<file path="config.mk">
export PLATFORM = sky130hd
export DESIGN_NAME = rheostat_wiper_control
export DESIGN_NICKNAME = d
export VERILOG_FILES = /design/src/rtl/rheo_pkg.sv /design/src/rtl/rheostat_wiper_control.sv
export SDC_FILE = /design/constraint.sdc
export NUM_CORES = 2
export LEC_CHECK = 0
export BUFFER_PORTS_ARGS = -buffer_cell sky130_fd_sc_hd__buf_2
export CAP_MARGIN = 20
export CORE_UTILIZATION = 30
export DETAILED_ROUTE_END_ITERATION = 12
export SYNTH_ARGS = -nofsm -noshare
export SYNTH_HDL_FRONTEND = slang
export SYNTH_SLANG_ARGS = --single-unit
</file>
<file path="constraint.sdc">
create_clock -name pclk -period 9.7 [get_ports pclk]
set_input_delay 0.97 -clock pclk [delete_from_list [all_inputs] [get_ports pclk]]
set_output_delay 0.97 -clock pclk [all_outputs]
set_load 0.005 [all_outputs]
</file>
<file path="src/rtl/rheo_pkg.sv">
// rheo_pkg: constants, command codes and carriers of the wiper control
// assumes one clock domain and a 32-bit apb register bus
package rheo_pkg;
   // command codes arriving from the serial front end
   localparam logic [3:0] CMD_NOP = 4'h0;
   localparam logic [3:0] CMD_WIPER_WR = 4'h1;
   localparam logic [3:0] CMD_WIPER_RD = 4'h2;
   localparam logic [3:0] CMD_PROGRAM = 4'h3;
   localparam logic [3:0] CMD_SW_RESET = 4'h4;
   localparam logic [3:0] CMD_MEM_RD = 4'h5;
   localparam logic [3:0] CMD_LAST_RD = 4'h6;
   localparam logic [3:0] CMD_CTRL_WR = 4'h7;
   localparam logic [3:0] CMD_CTRL_RD = 4'h8;
   localparam logic [3:0] CMD_SHUTDOWN = 4'h9;
   // apb register byte offsets
   localparam logic [7:0] CTRL_OFS = 8'h00;
   localparam logic [7:0] STATE_OFS = 8'h04;
   localparam logic [7:0] INT_STS_OFS = 8'h08;
   localparam logic [7:0] INT_MASK_OFS = 8'h0C;
   // control field positions
   localparam int CTRL_MPE_BIT = 0;
   localparam int CTRL_WWE_BIT = 1;
   localparam int CTRL_TOL_BIT = 2;
   localparam int CTRL_OK_BIT = 3;
   localparam logic [2:0] CTRL_RESET = 3'h4;
   // state register field positions
   localparam int ST_LAST_LSB = 16;
   localparam int ST_BUSY_BIT = 24;
   localparam int ST_SHDN_BIT = 25;
   // interrupt event positions
   localparam int EV_PROG_DONE = 0;
   localparam int EV_RELOAD = 1;
   localparam int EV_SHDN = 2;
   localparam int EV_DROP = 3;
   localparam int EV_BITS = 4;
   // memory geometry
   localparam int MEM_LOCS = 50;
   localparam int LOC_BITS = 6;
   localparam logic [5:0] LOC_FIRST = 6'h01;
   localparam int MEM_SEL_BITS = 6;
   // internal write cycle time
   localparam int OTP_WRITE_MS = 350;
   localparam int CLK_KHZ = 125000;
   localparam int OTP_WRITE_CYC = OTP_WRITE_MS * CLK_KHZ;
   localparam int BUSY_CNT_BITS = 26;
   // preset sequencer
   typedef enum logic [1:0] {
      SEQ_MID = 2'b00,
      SEQ_RESTORE = 2'b01,
      SEQ_IDLE = 2'b10,
      SEQ_BUSY = 2'b11
   } seq_e;
   // one decoded command
   typedef struct packed {
      logic [3:0] code;
      logic [9:0] data;
   } cmd_s;
endpackage

</file>
<file path="src/rtl/rheostat_wiper_control.sv">
// rheostat_wiper_control: wiper register, tap decode, preset, reset,
// shutdown, one-time-programmable wiper memory and apb status view
// assumes decoded commands from a serial front end on pclk and a
// reset pin already synchronous to pclk
//
// Operation
// RULE1: each memory program starts an internal write cycle; interface disabled.
// RULE2: own address not acknowledged while the write cycle runs.
// RULE3: controller polls with start, address, write bit until acknowledged.
// RULE4: command 4 or low reset pin reloads wiper from last programmed location.
// RULE5: with nothing programmed, reset loads midscale.
// RULE6: tolerance calibration control bit, enabled by default.
// RULE7: command 9 with data bit 0 set enters shutdown, wiper off terminal A.
// RULE8: command 9 with bit 0 clear, or any reset, leaves shutdown.
// RULE9: all commands still execute during shutdown.
// RULE10: wiper value decodes to exactly one tap of 1024 or 256.
// RULE11: power-up sets midscale, then restores last programmed value; presetn also clears the memory, so the restore step loads midscale.
// RULE12: wiper write enable resets to 0; resets still refresh wiper.
// RULE13: memory program enable resets to 0 and gates programming.
// RULE14: program stores wiper at next location from 0x01 until full.
// RULE15: readable success flag set when a program completes.
// RULE16: write cycle length is a clock-count parameter.
`timescale 1ns/100ps
module rheostat_wiper_control #(
   parameter int WIPER_BITS = 10,
   parameter int WRITE_CYCLES = rheo_pkg::OTP_WRITE_CYC
) (
   // clock and reset
   input wire logic pclk,
   input wire logic presetn,
   // apb slave
   input wire logic psel,
   input wire logic penable,
   input wire logic pwrite,
   input wire logic [7:0] paddr,
   input wire logic [31:0] pwdata,
   input wire logic [3:0] pstrb,
   output logic [31:0] prdata,
   output logic pready,
   output logic pslverr,
   // command port from the serial front end
   input wire logic cmd_valid,
   input wire rheo_pkg::cmd_s cmd,
   output logic addr_ack_en,
   output logic [15:0] read_word,
   // reset pin, synchronous to pclk
   input wire logic reset_pin_n,
   // analog side
   output logic [(1<<WIPER_BITS)-1:0] tap_sel,
   output logic wiper_a_connect,
   output logic tolerance_cal_en,
   // interrupt
   output logic irq
);
   localparam int TAPS = 1 << WIPER_BITS;
   localparam logic [WIPER_BITS-1:0] MIDSCALE =
      WIPER_BITS'(TAPS / 2);

   rheo_pkg::seq_e seq_ff, nxt_seq;
   logic [WIPER_BITS-1:0] wiper_register_ff, nxt_wiper_register;
   logic [WIPER_BITS-1:0] otp_wiper_memory_ff [rheo_pkg::MEM_LOCS];
   logic [WIPER_BITS-1:0] nxt_otp_wiper_memory [rheo_pkg::MEM_LOCS];
   logic [rheo_pkg::LOC_BITS-1:0] last_loc_ff, nxt_last_loc;
   logic [rheo_pkg::BUSY_CNT_BITS-1:0] busy_cnt_ff, nxt_busy_cnt;
   logic memory_program_enable_bit_ff, nxt_memory_program_enable_bit;
   logic wiper_write_enable_bit_ff, nxt_wiper_write_enable_bit;
   logic tolerance_cal_bit_ff, nxt_tolerance_cal_bit;
   logic program_success_flag_ff, nxt_program_success_flag;
   logic shutdown_ff, nxt_shutdown;
   logic [15:0] read_word_ff, nxt_read_word;
   logic [rheo_pkg::EV_BITS-1:0] int_sts_ff, nxt_int_sts;
   logic [rheo_pkg::EV_BITS-1:0] int_mask_ff, nxt_int_mask;
   logic [31:0] prdata_ff, nxt_prdata;
   logic [rheo_pkg::EV_BITS-1:0] ev;
   logic [WIPER_BITS-1:0] restore_val;
   logic take_cmd, apb_wr, apb_rd, apb_hit;
   logic [rheo_pkg::MEM_SEL_BITS-1:0] rd_sel;

   // value a reset reloads: last programmed location or midscale
   always_comb begin
      restore_val = MIDSCALE; // RULE5
      if (last_loc_ff != '0) begin
         restore_val = otp_wiper_memory_ff[last_loc_ff - 6'h01]; // RULE4
      end
   end

   // commands are only taken while no write cycle runs
   assign take_cmd = cmd_valid && (seq_ff == rheo_pkg::SEQ_IDLE); // RULE1
   assign addr_ack_en = (seq_ff != rheo_pkg::SEQ_BUSY); // RULE2
   assign rd_sel = cmd.data[rheo_pkg::MEM_SEL_BITS-1:0];

   // apb access decode; every access completes in its first access cycle
   assign apb_wr = psel && penable && pwrite;
   assign apb_rd = psel && !penable && !pwrite;
   always_comb begin
      unique case (paddr)
         rheo_pkg::CTRL_OFS, rheo_pkg::STATE_OFS,
         rheo_pkg::INT_STS_OFS, rheo_pkg::INT_MASK_OFS: apb_hit = 1'b1;
         default: apb_hit = 1'b0;
      endcase
   end
   assign pready = 1'b1;
   assign pslverr = psel && penable && !apb_hit;
   assign prdata = prdata_ff;

   // command interpreter, preset sequencer and write cycle timer
   always_comb begin
      nxt_seq = seq_ff;
      nxt_wiper_register = wiper_register_ff;
      nxt_otp_wiper_memory = otp_wiper_memory_ff;
      nxt_last_loc = last_loc_ff;
      nxt_busy_cnt = busy_cnt_ff;
      nxt_memory_program_enable_bit = memory_program_enable_bit_ff;
      nxt_wiper_write_enable_bit = wiper_write_enable_bit_ff;
      nxt_tolerance_cal_bit = tolerance_cal_bit_ff;
      nxt_program_success_flag = program_success_flag_ff;
      nxt_shutdown = shutdown_ff;
      nxt_read_word = read_word_ff;
      ev = '0;
      unique case (seq_ff)
         rheo_pkg::SEQ_MID: begin
            nxt_wiper_register = MIDSCALE; // RULE11
            nxt_seq = rheo_pkg::SEQ_RESTORE;
         end
         rheo_pkg::SEQ_RESTORE: begin
            nxt_wiper_register = restore_val; // RULE11
            nxt_seq = rheo_pkg::SEQ_IDLE;
         end
         rheo_pkg::SEQ_BUSY: begin
            // interface stays locked until the count runs out
            if (busy_cnt_ff == '0) begin
               nxt_program_success_flag = 1'b1; // RULE15
               ev[rheo_pkg::EV_PROG_DONE] = 1'b1;
               nxt_seq = rheo_pkg::SEQ_IDLE; // RULE2
            end else begin
               nxt_busy_cnt = busy_cnt_ff - 1'b1;
            end
            if (cmd_valid) begin
               ev[rheo_pkg::EV_DROP] = 1'b1; // RULE1
            end
         end
         rheo_pkg::SEQ_IDLE: begin
            // shutdown does not gate any command
            if (take_cmd) begin // RULE9
               unique case (cmd.code)
                  rheo_pkg::CMD_WIPER_WR: begin
                     if (wiper_write_enable_bit_ff) begin // RULE12
                        nxt_wiper_register = cmd.data[WIPER_BITS-1:0];
                     end else begin
                        ev[rheo_pkg::EV_DROP] = 1'b1;
                     end
                  end
                  rheo_pkg::CMD_WIPER_RD: begin
                     nxt_read_word = 16'(wiper_register_ff);
                  end
                  rheo_pkg::CMD_PROGRAM: begin
                     if (memory_program_enable_bit_ff && // RULE13
                         last_loc_ff < 6'(rheo_pkg::MEM_LOCS)) begin
                        // next free slot; first one is location 0x01
                        nxt_otp_wiper_memory[last_loc_ff] =
                           wiper_register_ff; // RULE14
                        nxt_last_loc = last_loc_ff + rheo_pkg::LOC_FIRST;
                        nxt_program_success_flag = 1'b0;
                        nxt_busy_cnt = rheo_pkg::BUSY_CNT_BITS'(
                           WRITE_CYCLES - 1); // RULE16
                        nxt_seq = rheo_pkg::SEQ_BUSY; // RULE1
                     end else begin
                        ev[rheo_pkg::EV_DROP] = 1'b1;
                     end
                  end
                  rheo_pkg::CMD_SW_RESET: begin
                     nxt_wiper_register = restore_val; // RULE4
                     nxt_shutdown = 1'b0; // RULE8
                     ev[rheo_pkg::EV_RELOAD] = 1'b1;
                  end
                  rheo_pkg::CMD_MEM_RD: begin
                     nxt_read_word = 16'h0000;
                     if (rd_sel != '0 && rd_sel <= 6'(rheo_pkg::MEM_LOCS)) begin
                        nxt_read_word =
                           16'(otp_wiper_memory_ff[rd_sel - 6'h01]);
                     end
                  end
                  rheo_pkg::CMD_LAST_RD: begin
                     nxt_read_word = 16'(last_loc_ff);
                  end
                  rheo_pkg::CMD_CTRL_WR: begin
                     nxt_memory_program_enable_bit =
                        cmd.data[rheo_pkg::CTRL_MPE_BIT]; // RULE13
                     nxt_wiper_write_enable_bit =
                        cmd.data[rheo_pkg::CTRL_WWE_BIT]; // RULE12
                     nxt_tolerance_cal_bit =
                        cmd.data[rheo_pkg::CTRL_TOL_BIT]; // RULE6
                  end
                  rheo_pkg::CMD_CTRL_RD: begin
                     nxt_read_word = {12'h000, program_success_flag_ff,
                        tolerance_cal_bit_ff, wiper_write_enable_bit_ff,
                        memory_program_enable_bit_ff};
                  end
                  rheo_pkg::CMD_SHUTDOWN: begin
                     nxt_shutdown = cmd.data[0]; // RULE7
                     if (cmd.data[0] && !shutdown_ff) begin
                        ev[rheo_pkg::EV_SHDN] = 1'b1;
                     end
                  end
                  default: begin
                     // nop and unused codes change nothing
                  end
               endcase
            end
         end
      endcase
      // software writes over apb steer the control bits
      if (apb_wr && paddr == rheo_pkg::CTRL_OFS && pstrb[0] &&
          !(take_cmd && cmd.code == rheo_pkg::CMD_CTRL_WR)) begin
         nxt_memory_program_enable_bit = pwdata[rheo_pkg::CTRL_MPE_BIT];
         nxt_wiper_write_enable_bit = pwdata[rheo_pkg::CTRL_WWE_BIT];
         nxt_tolerance_cal_bit = pwdata[rheo_pkg::CTRL_TOL_BIT]; // RULE6
      end
      // reset pin held low reloads the wiper, even if writes are blocked
      if (!reset_pin_n && seq_ff != rheo_pkg::SEQ_MID) begin
         nxt_wiper_register = restore_val; // RULE4
         nxt_shutdown = 1'b0; // RULE8
         ev[rheo_pkg::EV_RELOAD] = 1'b1;
      end
   end

   // register stage of the interpreter
   always_ff @(posedge pclk or negedge presetn) begin
      if (!presetn) begin
         seq_ff <= rheo_pkg::SEQ_MID;
         wiper_register_ff <= '0;
         otp_wiper_memory_ff <= '{default: '0};
         last_loc_ff <= '0;
         busy_cnt_ff <= '0;
         memory_program_enable_bit_ff <= rheo_pkg::CTRL_RESET[0]; // RULE13
         wiper_write_enable_bit_ff <= rheo_pkg::CTRL_RESET[1]; // RULE12
         tolerance_cal_bit_ff <= rheo_pkg::CTRL_RESET[2]; // RULE6
         program_success_flag_ff <= 1'b0;
         shutdown_ff <= 1'b0;
         read_word_ff <= 16'h0000;
      end else begin
         seq_ff <= nxt_seq;
         wiper_register_ff <= nxt_wiper_register;
         otp_wiper_memory_ff <= nxt_otp_wiper_memory;
         last_loc_ff <= nxt_last_loc;
         busy_cnt_ff <= nxt_busy_cnt;
         memory_program_enable_bit_ff <= nxt_memory_program_enable_bit;
         wiper_write_enable_bit_ff <= nxt_wiper_write_enable_bit;
         tolerance_cal_bit_ff <= nxt_tolerance_cal_bit;
         program_success_flag_ff <= nxt_program_success_flag;
         shutdown_ff <= nxt_shutdown;
         read_word_ff <= nxt_read_word;
      end
   end

   assign read_word = read_word_ff;
   assign wiper_a_connect = !shutdown_ff; // RULE7
   assign tolerance_cal_en = tolerance_cal_bit_ff;

   // one-hot tap decode, one flip-flop per tap
   generate
      for (genvar t = 0; t < TAPS; t++) begin : g_tap
         logic tap_ff, nxt_tap;
         assign nxt_tap = (wiper_register_ff == WIPER_BITS'(t)); // RULE10
         always_ff @(posedge pclk or negedge presetn) begin
            if (!presetn) begin
               tap_ff <= 1'b0;
            end else begin
               tap_ff <= nxt_tap;
            end
         end
         assign tap_sel[t] = tap_ff;
      end
   endgenerate

   // interrupt status, mask and apb read data
   always_comb begin
      nxt_int_sts = int_sts_ff;
      nxt_int_mask = int_mask_ff;
      nxt_prdata = prdata_ff;
      if (apb_wr && paddr == rheo_pkg::INT_STS_OFS && pstrb[0]) begin
         nxt_int_sts = int_sts_ff & ~pwdata[rheo_pkg::EV_BITS-1:0];
      end
      if (apb_wr && paddr == rheo_pkg::INT_MASK_OFS && pstrb[0]) begin
         nxt_int_mask = pwdata[rheo_pkg::EV_BITS-1:0];
      end
      nxt_int_sts = nxt_int_sts | ev; // set wins over clear
      if (apb_rd) begin
         unique case (paddr)
            rheo_pkg::CTRL_OFS: nxt_prdata = {28'h0000000,
               program_success_flag_ff, tolerance_cal_bit_ff,
               wiper_write_enable_bit_ff, memory_program_enable_bit_ff};
            rheo_pkg::STATE_OFS: nxt_prdata = {6'h00, shutdown_ff,
               seq_ff == rheo_pkg::SEQ_BUSY, 2'h0, last_loc_ff,
               16'(wiper_register_ff)};
            rheo_pkg::INT_STS_OFS: nxt_prdata = 32'(int_sts_ff);
            rheo_pkg::INT_MASK_OFS: nxt_prdata = 32'(int_mask_ff);
            default: nxt_prdata = 32'h00000000;
         endcase
      end
   end

   // register stage of the interrupt and bus logic
   always_ff @(posedge pclk or negedge presetn) begin
      if (!presetn) begin
         int_sts_ff <= '0;
         int_mask_ff <= '0;
         prdata_ff <= 32'h00000000;
      end else begin
         int_sts_ff <= nxt_int_sts;
         int_mask_ff <= nxt_int_mask;
         prdata_ff <= nxt_prdata;
      end
   end

   assign irq = |(int_sts_ff & int_mask_ff);
endmodule

</file>
==> metrics <==
sw power=5.36 mW; Tcrit/Tclk final=47.6%; # DRC=0; Initial DRC Count=roughly 4200; Hold Path Class=input pin to async pin; GP Congestion=about 0.93; Placed Cells=a little under 9000; crit path launch type=flip-flop; initial antenna violation count=19; ANT nets after route=0; Port Buffers=between 1000 and 1500; Yosys top cell by area=dfrtp_1; worst-path cell chain=inv_1, ha_1, and2_1, and4_1, nand2_1, nor3_2, nand2_1, mux2_2; DRT Pass-1 Iters=6; Fin Setup TNS=0 ns; Max Slew Vio Count=0; crit path DAT=5.27 ns; maximum capacitance violations=0; # H-tree levels=4; Final Hold Fails=0; Period minus WS final=between 4 and 5 ns; # IOs=approximately 1100; sequential share of power=around 41%; Core ar.=236000 um2; routed wire length per instance=31.0 um; later-pin clock latency in the skew report=0.84 ns; CP max-delay cell=nor3_2; Design Area, Final=about 80000 um2; slew at the pin closest to its max-slew limit=between 1 and 1.5 ns; Post-DP Area=72700 um2; PwrDens=216 nW/um2; ys async rst share=100%; Worst Path Required=between 10 and 15 ns; Setup Crit Path Kind=flip-flop to flip-flop; most common cell after layout, fill and taps aside=dfrtp_1; global route total overflow=0; vias in the first global route=about 45000; crit-path max cell delay=between 0.7 and 0.8 ns; first-pass GRT wire length=between 300 and 400 mm; CP top delay family=simple AND/OR/NAND/NOR gates; Routed WL=between 200 and 300 mm; synth warn=0; status=completed; fmax=approximately 220 MHz; Die Wd=a little under 500 um; largest net degree at the start of global routing=~170; layout cell share with drive strength beyond 1=a little under 40%; leakage power total=39.8 nW; clock sinks=about 1600; Critical Path End Type=flip-flop; unrepaired setup endpoints after global routing=false; row count=approximately 180; EDFF count, synth=0; post-synth top area share=roughly 56%; Distinct cells, synth=between 90 and 100; clock buffer depth=3; total track usage=a little under a quarter; Final Non-Filler Cells=slightly above 9000; cell mode on critical path=nand2_1; Comb power frac=16.3%; Clock Skew=0.0901 ns; Int Pwr=between 10 and 15 mW; CTS tree=yes; Worst Path Buf+Inv=1; drt via density=4.93; clk slew on worst S/H paths=roughly 0.070 ns; Nets=5957; Final Setup Violations=0; VDD IR-drop max=slightly below 0.0002 V; Syn-to-layout area delta=10.9%; sw frac=between 30% and 40%; top_reg_cell synth=dfrtp_1; Mean Syn Cell Area=around 12 um2; post-CTS resize count=0; hold buffer count at CTS=0; Final Power=between 15 and 20 mW; clock share of power=approximately 42%; Syn Std Cell Area=roughly 71000 um2; most frequent cells in the layout=dfrtp_1 (1603), buf_2 (1088), nor2_1 (1072); Worst slew margin=roughly a fifth; DP HPWL=about 200 mm; initial core utilization=between 30% and 40%; DIE AREA=between 200000 and 250000 um2; Syn Inst Count=between 5000 and 6000; via count=45400; Seq cells post-synth=about 1600; Worst Path Max Fanout=19; Root Buffer Master=clkbuf_16; CTS buffer count=between 150 and 200; sequential share of the synthesized area=roughly 56%; synth top area cells=dfrtp_1 (56%), buf_4 (11%), mux4_2 (8.2%), mux2_2 (8.1%), nor2_1 (5.7%); Die H=~490 um; Setup Buffers After CTS=0
## final timing paths
kind                       startpoint                       end  slack [ns]  depth (start not counted)
min in group pclk           pwdata[1]            int_mask_ff[1]        0.41                          2
max reg2reg                 seq_ff[0]  otp_wiper_memory_ff[396]        5.08                          8
min                           presetn         g_tap[753].tap_ff        0.13                          1
max                         seq_ff[0]  otp_wiper_memory_ff[396]        5.08                          8
max in group asynchronous     presetn         g_tap[765].tap_ff        7.31                          3
min reg2reg                 prdata[1]                 prdata[1]        0.48                          2
## worst register-to-register path: cells and delay by family (launching register included)
| kind | cells | cell delay [ns] |
|---|---|---|
| AND/OR/NAND/NOR | 5 | 2.84 |
| flip-flops | 1 | 0.42 |
| adder cells (fa/ha/maj) | 1 | 0.59 |
| buffers and inverters | 1 | 0.11 |
| multiplexers | 1 | 0.49 |
## cells by family after synthesis
kind of cell	after synthesis	share of synthesized area, %
flops	1609	56.4
compound gates	253	2.54
fa+ha+maj	11	0.193
mux	819	17.0
xor+xnor	25	0.307
simple gates	1759	10.4
other cells	2	0.0105
buf+inv	1403	13.2
## per-layer routing
layer	part of all wire [%]	vias up	GRT usage (%)	wire length, um
li1	-	18600	-	-
met4	6.1	14	13.0	17400
met3	9.8	452	7.92	27900
met2	46	2138	36.3	132000
met5	0.029	-	0	84
met1	38	24100	27.9	107000
## sequential cells by signal, summed over array words and instances (netlist names)
signal,count
g_tap.tap_ff,1024
otp_wiper_memory_ff,500
busy_cnt_ff,26
prdata,18
read_word,10
wiper_register_ff,10
last_loc_ff,6
int_mask_ff,4
int_sts_ff,4
seq_ff,2
memory_program_enable_bit_ff,1
program_success_flag_ff,1
shutdown_ff,1
tolerance_cal_en,1
wiper_write_enable_bit_ff,1
## metrics by stage
step | setup slack, ns | utilization, % | hold WS (ns)
finish | 5.08 | 33.5 | 0.128
global route | 4.99 | 33.5 | 0.134
CTS | 5.25 | 33.5 | 0.0971
detailed placement | 4.69 | 30.8 | 0.476
global placement | 4.69 | 30.8 | 0.467
floorplan | 6.41 | - | 0.458
## cell type report
type	instances	area [um2]
fill	23400	157000
timing repair buffer	1184	6400
clock inverter	85	1230
sequential	1609	40300
multi-input combinational	2888	22000
inverter	20	75.1
antenna	14	35.0
clock buffer	244	5120
tap	3150	3940
## power groups by stage
stage	Sequential (mW)	Combinational [mW]	Clock (mW)
6_report	7.06	2.80	7.25
5_1_grt	7.08	2.95	7.63
4_1_cts	7.06	2.82	7.36
3_5_place_dp	7.18	2.82	0
3_3_place_gp	7.17	2.79	0
2_1_floorplan	7.04	1.71	0
## Yosys cell counts, types with 17 or more instances
master / instances
mux4_2: 260
nand3_1: 43
mux2i_1: 38
a21oi_1: 31
buf_1: 19
nand4_1: 22
nor2_1: 1089
o21ai_0: 50
nand2_1: 414
buf_4: 1061
dfrtp_1: 1608
buf_2: 42
nand2_2: 17
a31oi_1: 20
nor2_2: 20
a22o_1: 24
clkbuf_1: 251
nor3_1: 33
inv_1: 19
mux2_2: 514
Power figures use the tool's default switching activity.
